<file path="config.mk">
export PLATFORM = sky130hd
export DESIGN_NAME = reset_timeout_sequencer
export DESIGN_NICKNAME = d
export VERILOG_FILES = /design/src/design/rst_seq_pkg.sv /design/src/design/tick_divider.sv /design/src/design/stage_counter.sv /design/src/design/reset_timeout_sequencer.sv
export SDC_FILE = /design/constraint.sdc
export NUM_CORES = 1
export LEC_CHECK = 0
export BUFFER_PORTS_ARGS = -buffer_cell sky130_fd_sc_hd__buf_2
export CAP_MARGIN = 20
export CORE_MARGIN = 2
export CORE_UTILIZATION = 35
export DETAILED_ROUTE_END_ITERATION = 10
export PLACE_DENSITY = 0.62
export SLEW_MARGIN = 10
export SYNTH_ARGS = -nofsm -noshare
export SYNTH_HDL_FRONTEND = slang
export SYNTH_SLANG_ARGS = --single-unit
</file>
<file path="constraint.sdc">
create_clock -name CLOCK -period 2.5 [get_ports CLOCK]
set_input_delay 0.5 -clock CLOCK [delete_from_list [all_inputs] [get_ports CLOCK]]
set_output_delay 0.5 -clock CLOCK [all_outputs]
set_load 0.05 [all_outputs]
</file>
<file path="src/design/rst_seq_pkg.sv">
// constants, register map and carrier types for the reset time-out sequencer
// assumes a single 50 MHz clock; slower time bases come from enable pulses
package rst_seq_pkg;

	localparam int CLK_HZ = 50000000;
	localparam int POWERUP_DELAY_MS = 64;
	localparam int POWERUP_DELAY_CYC = POWERUP_DELAY_MS * (CLK_HZ / 1000);
	localparam int LFOSC_HZ = 15000;
	localparam int LFOSC_DIV = CLK_HZ / LFOSC_HZ;
	localparam int LF_TICKS = (POWERUP_DELAY_MS * LFOSC_HZ) / 1000;
	localparam logic [10:0] OSC_STARTUP_PERIODS = 11'h400;

	// register indices on the plain port
	localparam logic [7:0] ADDR_CORE_STATUS = 8'h03;
	localparam logic [7:0] ADDR_POWER_CONTROL = 8'h8e;
	localparam logic [7:0] ADDR_IRQ_STATUS = 8'hf0;
	localparam logic [7:0] ADDR_IRQ_MASK = 8'hf1;
	localparam logic [7:0] ADDR_CAUSE = 8'hf2;

	// power control fields
	localparam int PCTL_BROWNOUT_BIT = 0;
	localparam int PCTL_POWERON_BIT = 1;
	// core status fields
	localparam int STAT_POWERDOWN_BIT = 3;
	localparam int STAT_TIMEOUT_BIT = 4;

	localparam logic [7:0] STATUS_POR_VALUE = 8'h18;
	localparam logic [7:0] PROG_COUNTER_LOW_RESET = 8'h00;
	localparam logic [7:0] IRQ_MASK_RESET = 8'h00;

	// interrupt status bits: 0 released, 1 brown-out, 2 watchdog, 3 wake-up
	localparam int IRQ_RUN = 0;
	localparam int IRQ_BROWNOUT = 1;
	localparam int IRQ_WATCHDOG = 2;
	localparam int IRQ_WAKE = 3;

	typedef enum logic [2:0] {
		OSC_LOW_CRYSTAL, OSC_CRYSTAL, OSC_FAST_CRYSTAL, OSC_RC, OSC_EXT_CLOCK, OSC_INTERNAL
	} osc_mode_t;

	typedef struct packed {
		logic power_on;
		logic brownout;
		logic watchdog;
		logic wake;
		logic ext_pin;
	} cause_t;

	typedef struct packed {
		logic [7:0] addr;
		logic [7:0] wdata;
		logic wr;
		logic rd;
	} bus_req_t;

endpackage

</file>
<file path="src/design/tick_divider.sv">
// one-cycle enable pulse every DIV clocks
// assumes synchronous active-low reset copy from the top
`timescale 1ns/1ns
module tick_divider import rst_seq_pkg::*; #(
	parameter int DIV = 4
) (
	// clock and reset
	input wire logic clk,
	input wire logic rst_n,
	// pulse
	output logic tick
);
	logic [15:0] cnt;
	logic [15:0] next_cnt;
	logic next_tick;

	always_comb begin
		next_tick = 1'b0;
		next_cnt = cnt + 16'h0001;
		if (cnt == 16'(DIV - 1)) begin
			next_cnt = 16'h0000;
			next_tick = 1'b1;
		end
	end

	always_ff @(posedge clk or negedge rst_n) begin
		if (!rst_n) begin
			cnt <= 16'h0000;
			tick <= 1'b0;
		end else begin
			cnt <= next_cnt;
			tick <= next_tick;
		end
	end
endmodule

</file>
<file path="src/design/stage_counter.sv">
// restartable down-counter paced by an enable pulse
// done is high once the load value has been counted out
`timescale 1ns/1ns
module stage_counter import rst_seq_pkg::*; #(
	parameter int W = 11
) (
	// clock and reset
	input wire logic clk,
	input wire logic rst_n,
	// control
	input wire logic restart,
	input wire logic run,
	input wire logic step,
	input wire logic [W-1:0] load,
	// status
	output logic done
);
	logic [W-1:0] cnt;
	logic [W-1:0] next_cnt;
	logic next_done;

	always_comb begin
		next_cnt = cnt;
		next_done = done;
		if (restart) begin
			next_cnt = load;
			next_done = 1'b0;
		end else if (run && step && !done) begin
			next_cnt = cnt - {{(W-1){1'b0}}, 1'b1};
			if (cnt <= {{(W-1){1'b0}}, 1'b1})
				next_done = 1'b1;
		end
	end

	always_ff @(posedge clk or negedge rst_n) begin
		if (!rst_n) begin
			cnt <= '0;
			done <= 1'b0;
		end else begin
			cnt <= next_cnt;
			done <= next_done;
		end
	end
endmodule

</file>
<file path="src/design/reset_timeout_sequencer.sv">
// reset time-out sequencer: power-up delay, oscillator start-up, cause flags
// assumes supply monitor, pin and core events are synchronous to CLOCK
//
// Implementation choice: the address-and-strobe port.
`timescale 1ns/1ns
module reset_timeout_sequencer import rst_seq_pkg::*; (
	// clock and reset
	input wire logic CLOCK,
	input wire logic NRST,
	// supply monitors and pin
	input wire logic POR_PULSE,
	input wire logic BROWNOUT,
	input wire logic EXT_RESET_PIN_N,
	// core events
	input wire logic WATCHDOG_RESET,
	input wire logic WATCHDOG_WAKE,
	input wire logic IRQ_WAKE_EV,
	input wire logic SLEEPING,
	input wire logic MAIN_OSC_TICK,
	// configuration
	input wire logic POWERUP_TIMER_DISABLE,
	input wire logic [1:0] BROWNOUT_ENABLE_SEL,
	input wire logic [2:0] OSC_MODE,
	input wire logic SECONDARY_OSC_ON,
	input wire logic [7:0] PC_LOW,
	// register port
	input wire logic [7:0] ADDR,
	input wire logic [7:0] WDATA,
	input wire logic WR,
	input wire logic RD,
	output logic [7:0] RDATA,
	// core control
	output logic CORE_RESET,
	output logic [7:0] PROG_COUNTER_LOW,
	output logic IRQ
);
	// ------------------------------------------------------------
	// reset release
	// ------------------------------------------------------------
	logic rst_meta, rst_n;
	always_ff @(posedge CLOCK or negedge NRST) begin
		if (!NRST) begin
			rst_meta <= 1'b0;
			rst_n <= 1'b0;
		end else begin
			rst_meta <= 1'b1;
			rst_n <= rst_meta;
		end
	end

	// ------------------------------------------------------------
	// sequencer
	// ------------------------------------------------------------
	typedef enum logic [2:0] {ST_POR, ST_DELAY, ST_STARTUP, ST_HOLD, ST_RUN} seq_state_t;
	seq_state_t state, next_state;
	bus_req_t req;
	osc_mode_t mode;
	logic lf_tick, delay_done, startup_done, delay_restart, startup_restart;
	logic crystal, startup_needed, next_core_reset;

	assign req = '{addr: ADDR, wdata: WDATA, wr: WR, rd: RD};
	assign mode = osc_mode_t'(OSC_MODE);
	assign crystal = (mode == OSC_CRYSTAL) || (mode == OSC_FAST_CRYSTAL)
		|| (mode == OSC_LOW_CRYSTAL);
	// on a wake, low-power crystal counts only with the secondary oscillator off
	assign startup_needed = crystal && !(mode == OSC_LOW_CRYSTAL && SECONDARY_OSC_ON);

	tick_divider #(.DIV(LFOSC_DIV)) u_lf (
		.clk(CLOCK),
		.rst_n(rst_n),
		.tick(lf_tick)
	);

	// power-up delay on the low-frequency tick, start-up on main osc tick
	stage_counter #(.W(11)) u_delay (
		.clk(CLOCK),
		.rst_n(rst_n),
		.restart(delay_restart),
		.run(state == ST_DELAY),
		.step(lf_tick),
		.load(11'(LF_TICKS)),
		.done(delay_done)
	);

	stage_counter #(.W(11)) u_startup (
		.clk(CLOCK),
		.rst_n(rst_n),
		.restart(startup_restart),
		.run(state == ST_STARTUP),
		.step(MAIN_OSC_TICK),
		.load(OSC_STARTUP_PERIODS),
		.done(startup_done)
	);

	// detection off leaves the brown-out flag untouched: don't-care
	logic brownout_active;
	assign brownout_active = BROWNOUT && BROWNOUT_ENABLE_SEL[1]
		&& !(BROWNOUT_ENABLE_SEL == 2'b10 && SLEEPING);

	always_comb begin
		next_state = state;
		delay_restart = 1'b0;
		startup_restart = 1'b0;
		case (state)
			ST_POR: begin
				delay_restart = 1'b1;
				startup_restart = 1'b1;
				if (!POR_PULSE && !brownout_active) begin
					if (!POWERUP_TIMER_DISABLE)
						next_state = ST_DELAY;
					else if (crystal)
						next_state = ST_STARTUP;
					else
						next_state = ST_HOLD;
				end
			end
			ST_DELAY: begin
				if (delay_done)
					next_state = crystal ? ST_STARTUP : ST_HOLD;
			end
			ST_STARTUP: if (startup_done) next_state = ST_HOLD;
			ST_HOLD: if (EXT_RESET_PIN_N) next_state = ST_RUN;
			ST_RUN: begin
				if (!EXT_RESET_PIN_N)
					next_state = ST_HOLD;
				if ((WATCHDOG_WAKE || IRQ_WAKE_EV) && startup_needed) begin
					startup_restart = 1'b1;
					next_state = ST_STARTUP;
				end
			end
			default: next_state = ST_POR;
		endcase
		if (POR_PULSE || brownout_active)
			next_state = ST_POR;
	end
	assign next_core_reset = (next_state != ST_RUN);

	always_ff @(posedge CLOCK or negedge rst_n) begin
		if (!rst_n) begin
			state <= ST_POR;
			CORE_RESET <= 1'b1;
		end else begin
			state <= next_state;
			CORE_RESET <= next_core_reset;
		end
	end

	// ------------------------------------------------------------
	// cause flags and registers
	// ------------------------------------------------------------
	logic [7:0] power_control, core_status, irq_status, irq_mask;
	logic [7:0] next_power_control, next_core_status, next_irq_status, next_irq_mask;
	logic [7:0] next_prog_counter_low, next_rdata;
	cause_t cause, next_cause;
	logic ext_reset_ev, running_ev, next_irq;
	logic pin_q;

	assign ext_reset_ev = pin_q && !EXT_RESET_PIN_N;
	assign running_ev = (state != ST_RUN) && (next_state == ST_RUN);

	always_comb begin
		next_power_control = power_control;
		next_core_status = core_status;
		next_prog_counter_low = PROG_COUNTER_LOW;
		next_cause = '0;
		next_irq_mask = irq_mask;
		next_irq_status = irq_status;
		if (req.wr && req.addr == ADDR_POWER_CONTROL)
			next_power_control = req.wdata & 8'h03;
		if (req.wr && req.addr == ADDR_CORE_STATUS)
			next_core_status = {core_status[7:5],
				core_status[STAT_TIMEOUT_BIT:STAT_POWERDOWN_BIT], req.wdata[2:0]};
		if (req.wr && req.addr == ADDR_IRQ_MASK)
			next_irq_mask = req.wdata & 8'h0f;
		if (req.wr && req.addr == ADDR_IRQ_STATUS)
			next_irq_status = irq_status & ~req.wdata;
		if (POR_PULSE) begin
			next_cause.power_on = 1'b1;
			next_power_control[PCTL_POWERON_BIT] = 1'b0;
			next_core_status = STATUS_POR_VALUE;
			next_prog_counter_low = PROG_COUNTER_LOW_RESET;
		end else if (brownout_active) begin
			next_cause.brownout = 1'b1;
			next_power_control[PCTL_BROWNOUT_BIT] = 1'b0;
			next_core_status = {3'b000, 2'b11, core_status[2:0]};
			next_prog_counter_low = PROG_COUNTER_LOW_RESET;
		end else if (WATCHDOG_RESET) begin
			next_cause.watchdog = 1'b1;
			next_core_status = {3'b000, 1'b0, 1'b1, core_status[2:0]};
			next_prog_counter_low = PROG_COUNTER_LOW_RESET;
		end else if (WATCHDOG_WAKE) begin
			next_cause.wake = 1'b1;
			next_core_status[STAT_TIMEOUT_BIT] = 1'b0;
			next_core_status[STAT_POWERDOWN_BIT] = 1'b0;
			next_prog_counter_low = PC_LOW + 8'h01;
		end else if (ext_reset_ev) begin
			next_cause.ext_pin = 1'b1;
			next_core_status[7:5] = 3'b000;
			if (SLEEPING) begin
				next_core_status[STAT_TIMEOUT_BIT] = 1'b1;
				next_core_status[STAT_POWERDOWN_BIT] = 1'b0;
			end
			next_prog_counter_low = PROG_COUNTER_LOW_RESET;
		end else if (IRQ_WAKE_EV) begin
			next_cause.wake = 1'b1;
			next_core_status[STAT_TIMEOUT_BIT] = 1'b1;
			next_core_status[STAT_POWERDOWN_BIT] = 1'b0;
			next_prog_counter_low = PC_LOW + 8'h01;
		end
		// hardware set wins over a software clear in the same cycle
		next_irq_status[IRQ_RUN] = next_irq_status[IRQ_RUN] | running_ev;
		next_irq_status[IRQ_BROWNOUT] = next_irq_status[IRQ_BROWNOUT] | next_cause.brownout;
		next_irq_status[IRQ_WATCHDOG] = next_irq_status[IRQ_WATCHDOG] | next_cause.watchdog;
		next_irq_status[IRQ_WAKE] = next_irq_status[IRQ_WAKE] | next_cause.wake;
		next_irq = |(next_irq_status & irq_mask);
		case (req.addr)
			ADDR_POWER_CONTROL: next_rdata = power_control;
			ADDR_CORE_STATUS: next_rdata = core_status;
			ADDR_IRQ_STATUS: next_rdata = irq_status;
			ADDR_IRQ_MASK: next_rdata = irq_mask;
			ADDR_CAUSE: next_rdata = {3'b000, cause};
			default: next_rdata = 8'h00;
		endcase
		if (!req.rd)
			next_rdata = 8'h00;
	end

	always_ff @(posedge CLOCK or negedge rst_n) begin
		if (!rst_n) begin
			power_control <= 8'h00;
			core_status <= STATUS_POR_VALUE;
			irq_status <= 8'h00;
			irq_mask <= IRQ_MASK_RESET;
			cause <= '0;
			pin_q <= 1'b1;
			PROG_COUNTER_LOW <= PROG_COUNTER_LOW_RESET;
			RDATA <= 8'h00;
			IRQ <= 1'b0;
		end else begin
			power_control <= next_power_control;
			core_status <= next_core_status;
			irq_status <= next_irq_status;
			irq_mask <= next_irq_mask;
			if (next_cause != '0)
				cause <= next_cause;
			pin_q <= EXT_RESET_PIN_N;
			PROG_COUNTER_LOW <= next_prog_counter_low;
			RDATA <= next_rdata;
			IRQ <= next_irq;
		end
	end

	// ------------------------------------------------------------
	// checks
	// ------------------------------------------------------------
	AST_POR_HOLDS: assert property (@(posedge CLOCK) disable iff (!rst_n)
		POR_PULSE |=> state == ST_POR) else $error("power-on pulse did not hold sequencer");
	AST_DELAY_FIRST: assert property (@(posedge CLOCK) disable iff (!rst_n)
		(state == ST_POR && next_state != ST_POR && !POWERUP_TIMER_DISABLE)
		|=> state == ST_DELAY) else $error("power-up delay skipped");
	AST_NO_DELAY: assert property (@(posedge CLOCK) disable iff (!rst_n)
		(state == ST_POR && !POR_PULSE && !brownout_active && POWERUP_TIMER_DISABLE
		&& !crystal) |=> state == ST_HOLD) else $error("disabled timer still delayed");
	AST_PIN_RELEASE: assert property (@(posedge CLOCK) disable iff (!rst_n)
		(state == ST_HOLD && EXT_RESET_PIN_N && !POR_PULSE && !brownout_active)
		|=> !CORE_RESET) else $error("pin release did not start at once");
	AST_CRYSTAL_STARTUP: assert property (@(posedge CLOCK) disable iff (!rst_n)
		(state == ST_DELAY && delay_done && crystal && !POR_PULSE && !brownout_active)
		|=> state == ST_STARTUP) else $error("start-up count skipped");
	AST_WAKE_STARTUP: assert property (@(posedge CLOCK) disable iff (!rst_n)
		(state == ST_RUN && (WATCHDOG_WAKE || IRQ_WAKE_EV) && startup_needed
		&& !POR_PULSE && !brownout_active) |=> state == ST_STARTUP && CORE_RESET)
		else $error("wake skipped start-up count");
	AST_BROWNOUT_FLAG: assert property (@(posedge CLOCK) disable iff (!rst_n)
		(brownout_active && !POR_PULSE) |=> !power_control[PCTL_BROWNOUT_BIT])
		else $error("brown-out flag not cleared");
	AST_POR_FLAG: assert property (@(posedge CLOCK) disable iff (!rst_n)
		POR_PULSE |=> !power_control[PCTL_POWERON_BIT] && core_status == STATUS_POR_VALUE)
		else $error("power-on flags wrong");
	AST_WATCHDOG_WAKE: assert property (@(posedge CLOCK) disable iff (!rst_n)
		(WATCHDOG_WAKE && !POR_PULSE && !brownout_active && !WATCHDOG_RESET)
		|=> !core_status[STAT_TIMEOUT_BIT] && !core_status[STAT_POWERDOWN_BIT]
		&& PROG_COUNTER_LOW == $past(PC_LOW) + 8'h01) else $error("watchdog wake encoding wrong");
	AST_BROWNOUT_RESTART: assert property (@(posedge CLOCK) disable iff (!rst_n)
		(state == ST_DELAY && brownout_active) |=> state == ST_POR ##1 !delay_done)
		else $error("brown-out did not restart delay");
	AST_PIN_SLEEP: assert property (@(posedge CLOCK) disable iff (!rst_n)
		(ext_reset_ev && SLEEPING && !POR_PULSE && !brownout_active && !WATCHDOG_RESET
		&& !WATCHDOG_WAKE)
		|=> core_status[STAT_TIMEOUT_BIT] && !core_status[STAT_POWERDOWN_BIT])
		else $error("pin reset in sleep flags wrong");
endmodule

</file>
==> metrics.cfg <==
[logic_synthesis]
yosysTopAreaCellShare_pct = 48.9
postSynth.asyncResetShare_pct = 100
yosysUniqueCellTypes = 64
syn_area_per_cell_sq_um = 10.4
syn-cell-area_sq_um = 4350
yosys_warnings = 0
synth_nets = 466
yosys-top-cells-area = dfrtp_1 49%, nor2_1 3.5%, xor2_1 3.0%
netlist_instances = 416
synth_edf_count = 0
ys_seq_area_share_pct = 51.4
ys_ff_latch = 89
synth_top_cell_by_area = dfrtp_1
synth_top_flop_cell = dfrtp_1

[grt]
grt_pass1_vias = 3388
grt-ovfl-total = 0
grt_max_degree = 61
grt_usage_pct = 15.2
grt_antenna_before_repair = 1
grt_pass1_wl_mm = 16.1

[die]
core_sq_um = 12100
io_pins = 61
rows = 40
die_w_um = 115
die_h_um = 115
fp.dieArea_sq_um = 13300
start_util_pct = 36.0

[sta]
setup_viol = 0
worstMarginPinSlew_ns = 0.697
period_share_pct = 80.9
fin_crit_ns = 2.02
rsz0062_at_grt = no
drv_slew = 0
whs_ns = 0.253
fmax_mhz = 494
finalHoldViolations = 0
slew_headroom_pct = 53.2
fin_tns_setup_ns = 0
skew_ns = 0.00783

[finish]
syn2layout_area_growth_pct = 19.5
fin_nets = 533
n_fill_cell = 1177
utilization_pct = 43.0
design_area_sq_um = 5190
drive_gt1_share_pct = 22.1

[routing]
antenna_left = 0
drc = 0
vias = 3408
via_per_inst = 5.19
routedWlPerCell_um = 14.6
drtPass1Iterations = 5
drtIter0Drc = 197
drt-total-wl_mm = 9.61

[clock_tree]
clkTransAtPathRegs_ns = 0.07
postCtsSetupBuffers = 0
clockBufferDepth = 2
cts.sinks = 89
cts_tree = done
htreeDepth = 3
cts_made_buffers = 9
root_buffer = clkbuf_16
clkLatencyLatePin_ns = 0.34

[placed_design]
detailed_place_hpwl_mm = 7.11
gp_congestion = 0.864
placed_cell_area_sq_um = 4880
place.port_buffers = 60

[power_and_ir_drop]
power_mw = 3.17
pwr_density_cell_nw_per_um2 = 610
p_leak_nw = 2.38
vdd_drop_max_uv = 294

[setup_path]
required_ns = 2.77
crit_path_max_incr_delay_ns = 0.57
cp_data_arrival_time_ns = 2.29
path_class = flop to flop
cp-end-kind = flop
path_cells = nor4_4 -> nand3_1 -> or4_2 -> a21oi_1
path_max_fanout = 10
crit_slowest_cell = or4_2
start_kind = flop

[min_path]
hold_path_class = flop to asynchronous set/reset pin

[outcome]
outcome = complete, no violations

[flow_run]
cap_violations = 0

==> power by group <==
group / switching (mW) / internal, mW / leakage (nW)
sequential: 0.0464 / 1.48 / 1.16
combinational: 0.196 / 0.128 / 1.08
clock: 0.616 / 0.704 / 0.146
total: 0.858 / 2.31 / 2.38
==> state kept, by name, summed over array words and instances (netlist names) <==
register,count
u_lf.tick,1
u_startup.cnt,11
state,3
rst_n,1
cause,5
u_startup.done,1
rst_meta,1
u_delay.done,1
core_status,5
irq_mask,4
u_lf.cnt,16
PROG_COUNTER_LOW,8
RDATA,8
pin_q,1
CORE_RESET,1
power_control,2
IRQ,1
irq_status,8
u_delay.cnt,11
==> cell families after synthesis <==
group | share of synthesized area, %
flip-flops | 51.4
AO/OA/AOI/OAI | 13.2
AND/OR/NAND/NOR | 22.4
XOR/XNOR | 5.24
other | 0.0863
multiplexers | 3.11
buffers and inverters | 2.56
adder cells (fa/ha/maj) | 2.02
==> layout by cell type, fill, tap and decap left out, drive strengths merged, types with 6 or more instances in the layout <==
| cell | count |
|---|---|
| or3 | 7 |
| a21boi | 6 |
| a22o | 8 |
| nor2 | 40 |
| xnor2 | 11 |
| nor2b | 8 |
| o21ai | 13 |
| ha | 7 |
| nand3 | 16 |
| clkbuf | 9 |
| nor4 | 6 |
| inv | 21 |
| and3 | 14 |
| a21oi | 15 |
| mux2i | 9 |
| nand2 | 20 |
| nand4 | 10 |
| buf | 67 |
| dfrtp | 85 |
| nor4b | 6 |
| xor2 | 15 |
| nor3 | 11 |
==> critical path, delay by kind of cell (launching register included) <==
| family | cells | cell delay, ns |
|---|---|---|
| compound gates | 1 | 0.15 |
| flops | 1 | 0.52 |
| simple gates | 3 | 1.28 |
==> worst paths after layout <==
kind	endpoint	from	cells past startpoint	slack, ns
setup / recovery	u_startup.cnt[9]	state[0]	4	0.48
hold / removal	u_startup.cnt[9]	rst_n	0	0.25
setup reg to reg	u_startup.cnt[9]	state[0]	4	0.48
hold reg to reg	u_startup.cnt[9]	rst_n	0	0.25
max in group asynchronous	core_status[3]	rst_n	1	1.56
min in group CLOCK	pin_q	EXT_RESET_PIN_N	1	0.31
==> cell usage after synthesis (3+ instances only) <==
cell type  number
xor2_1         15
dfrtp_1        85
or2_2           3
a31oi_1         4
ha_1            7
o21a_1          3
clkbuf_1       10
mux2i_1         9
nand4_1        10
nor4b_1         6
nor3b_1         3
a41oi_1         3
and3_1         14
mux2_2          4
a22o_1          8
nand3_1        16
a21boi_0        6
a21oi_1        14
a21o_1          4
inv_1          17
nor4_1          5
o21ai_0        13
nor3_1         11
and4_1          5
xnor2_1        11
nand2_1        20
dfstp_2         4
a22oi_1         5
nor2_1         40
nor2b_1         8
nand4b_1        3
or3_1           6
nand2b_1        4
o31ai_1         3
==> what timing repair did <==
item | CTS | global route
hold buffers | 1 | 0
resized for setup | 0 | 0
hold endpoints to repair | 2 | 0
==> stage by stage <==
step                      worst slack (ns)  std cells
after floorplan                      0.565        416
after global placement               0.461        639
after detailed placement             0.427        639
after CTS                            0.489        656
after global routing                 0.337        656
final                                0.478        657
==> metal layers <==
metal	vias up	wire length [um]	GRT usage [%]
met4	0	37	3.37
li1	1657	-	-
met2	92	4670	25.0
met3	4	500	4.97
met5	-	0	0
met1	1655	4400	19.8
==> cell type report <==
cell class	count	area, sq um	share of cell area, %
timing repair buffer	68	375	7.23
clock buffer	9	225	4.34
antenna	1	2.50	0.0482
clock inverter	7	71.3	1.37
sequential	89	2240	43.1
multi-input combinational	298	2010	38.7
inverter	17	63.8	1.23
tap	168	210	4.05
Note: power is estimated with default switching activity, not from simulation.
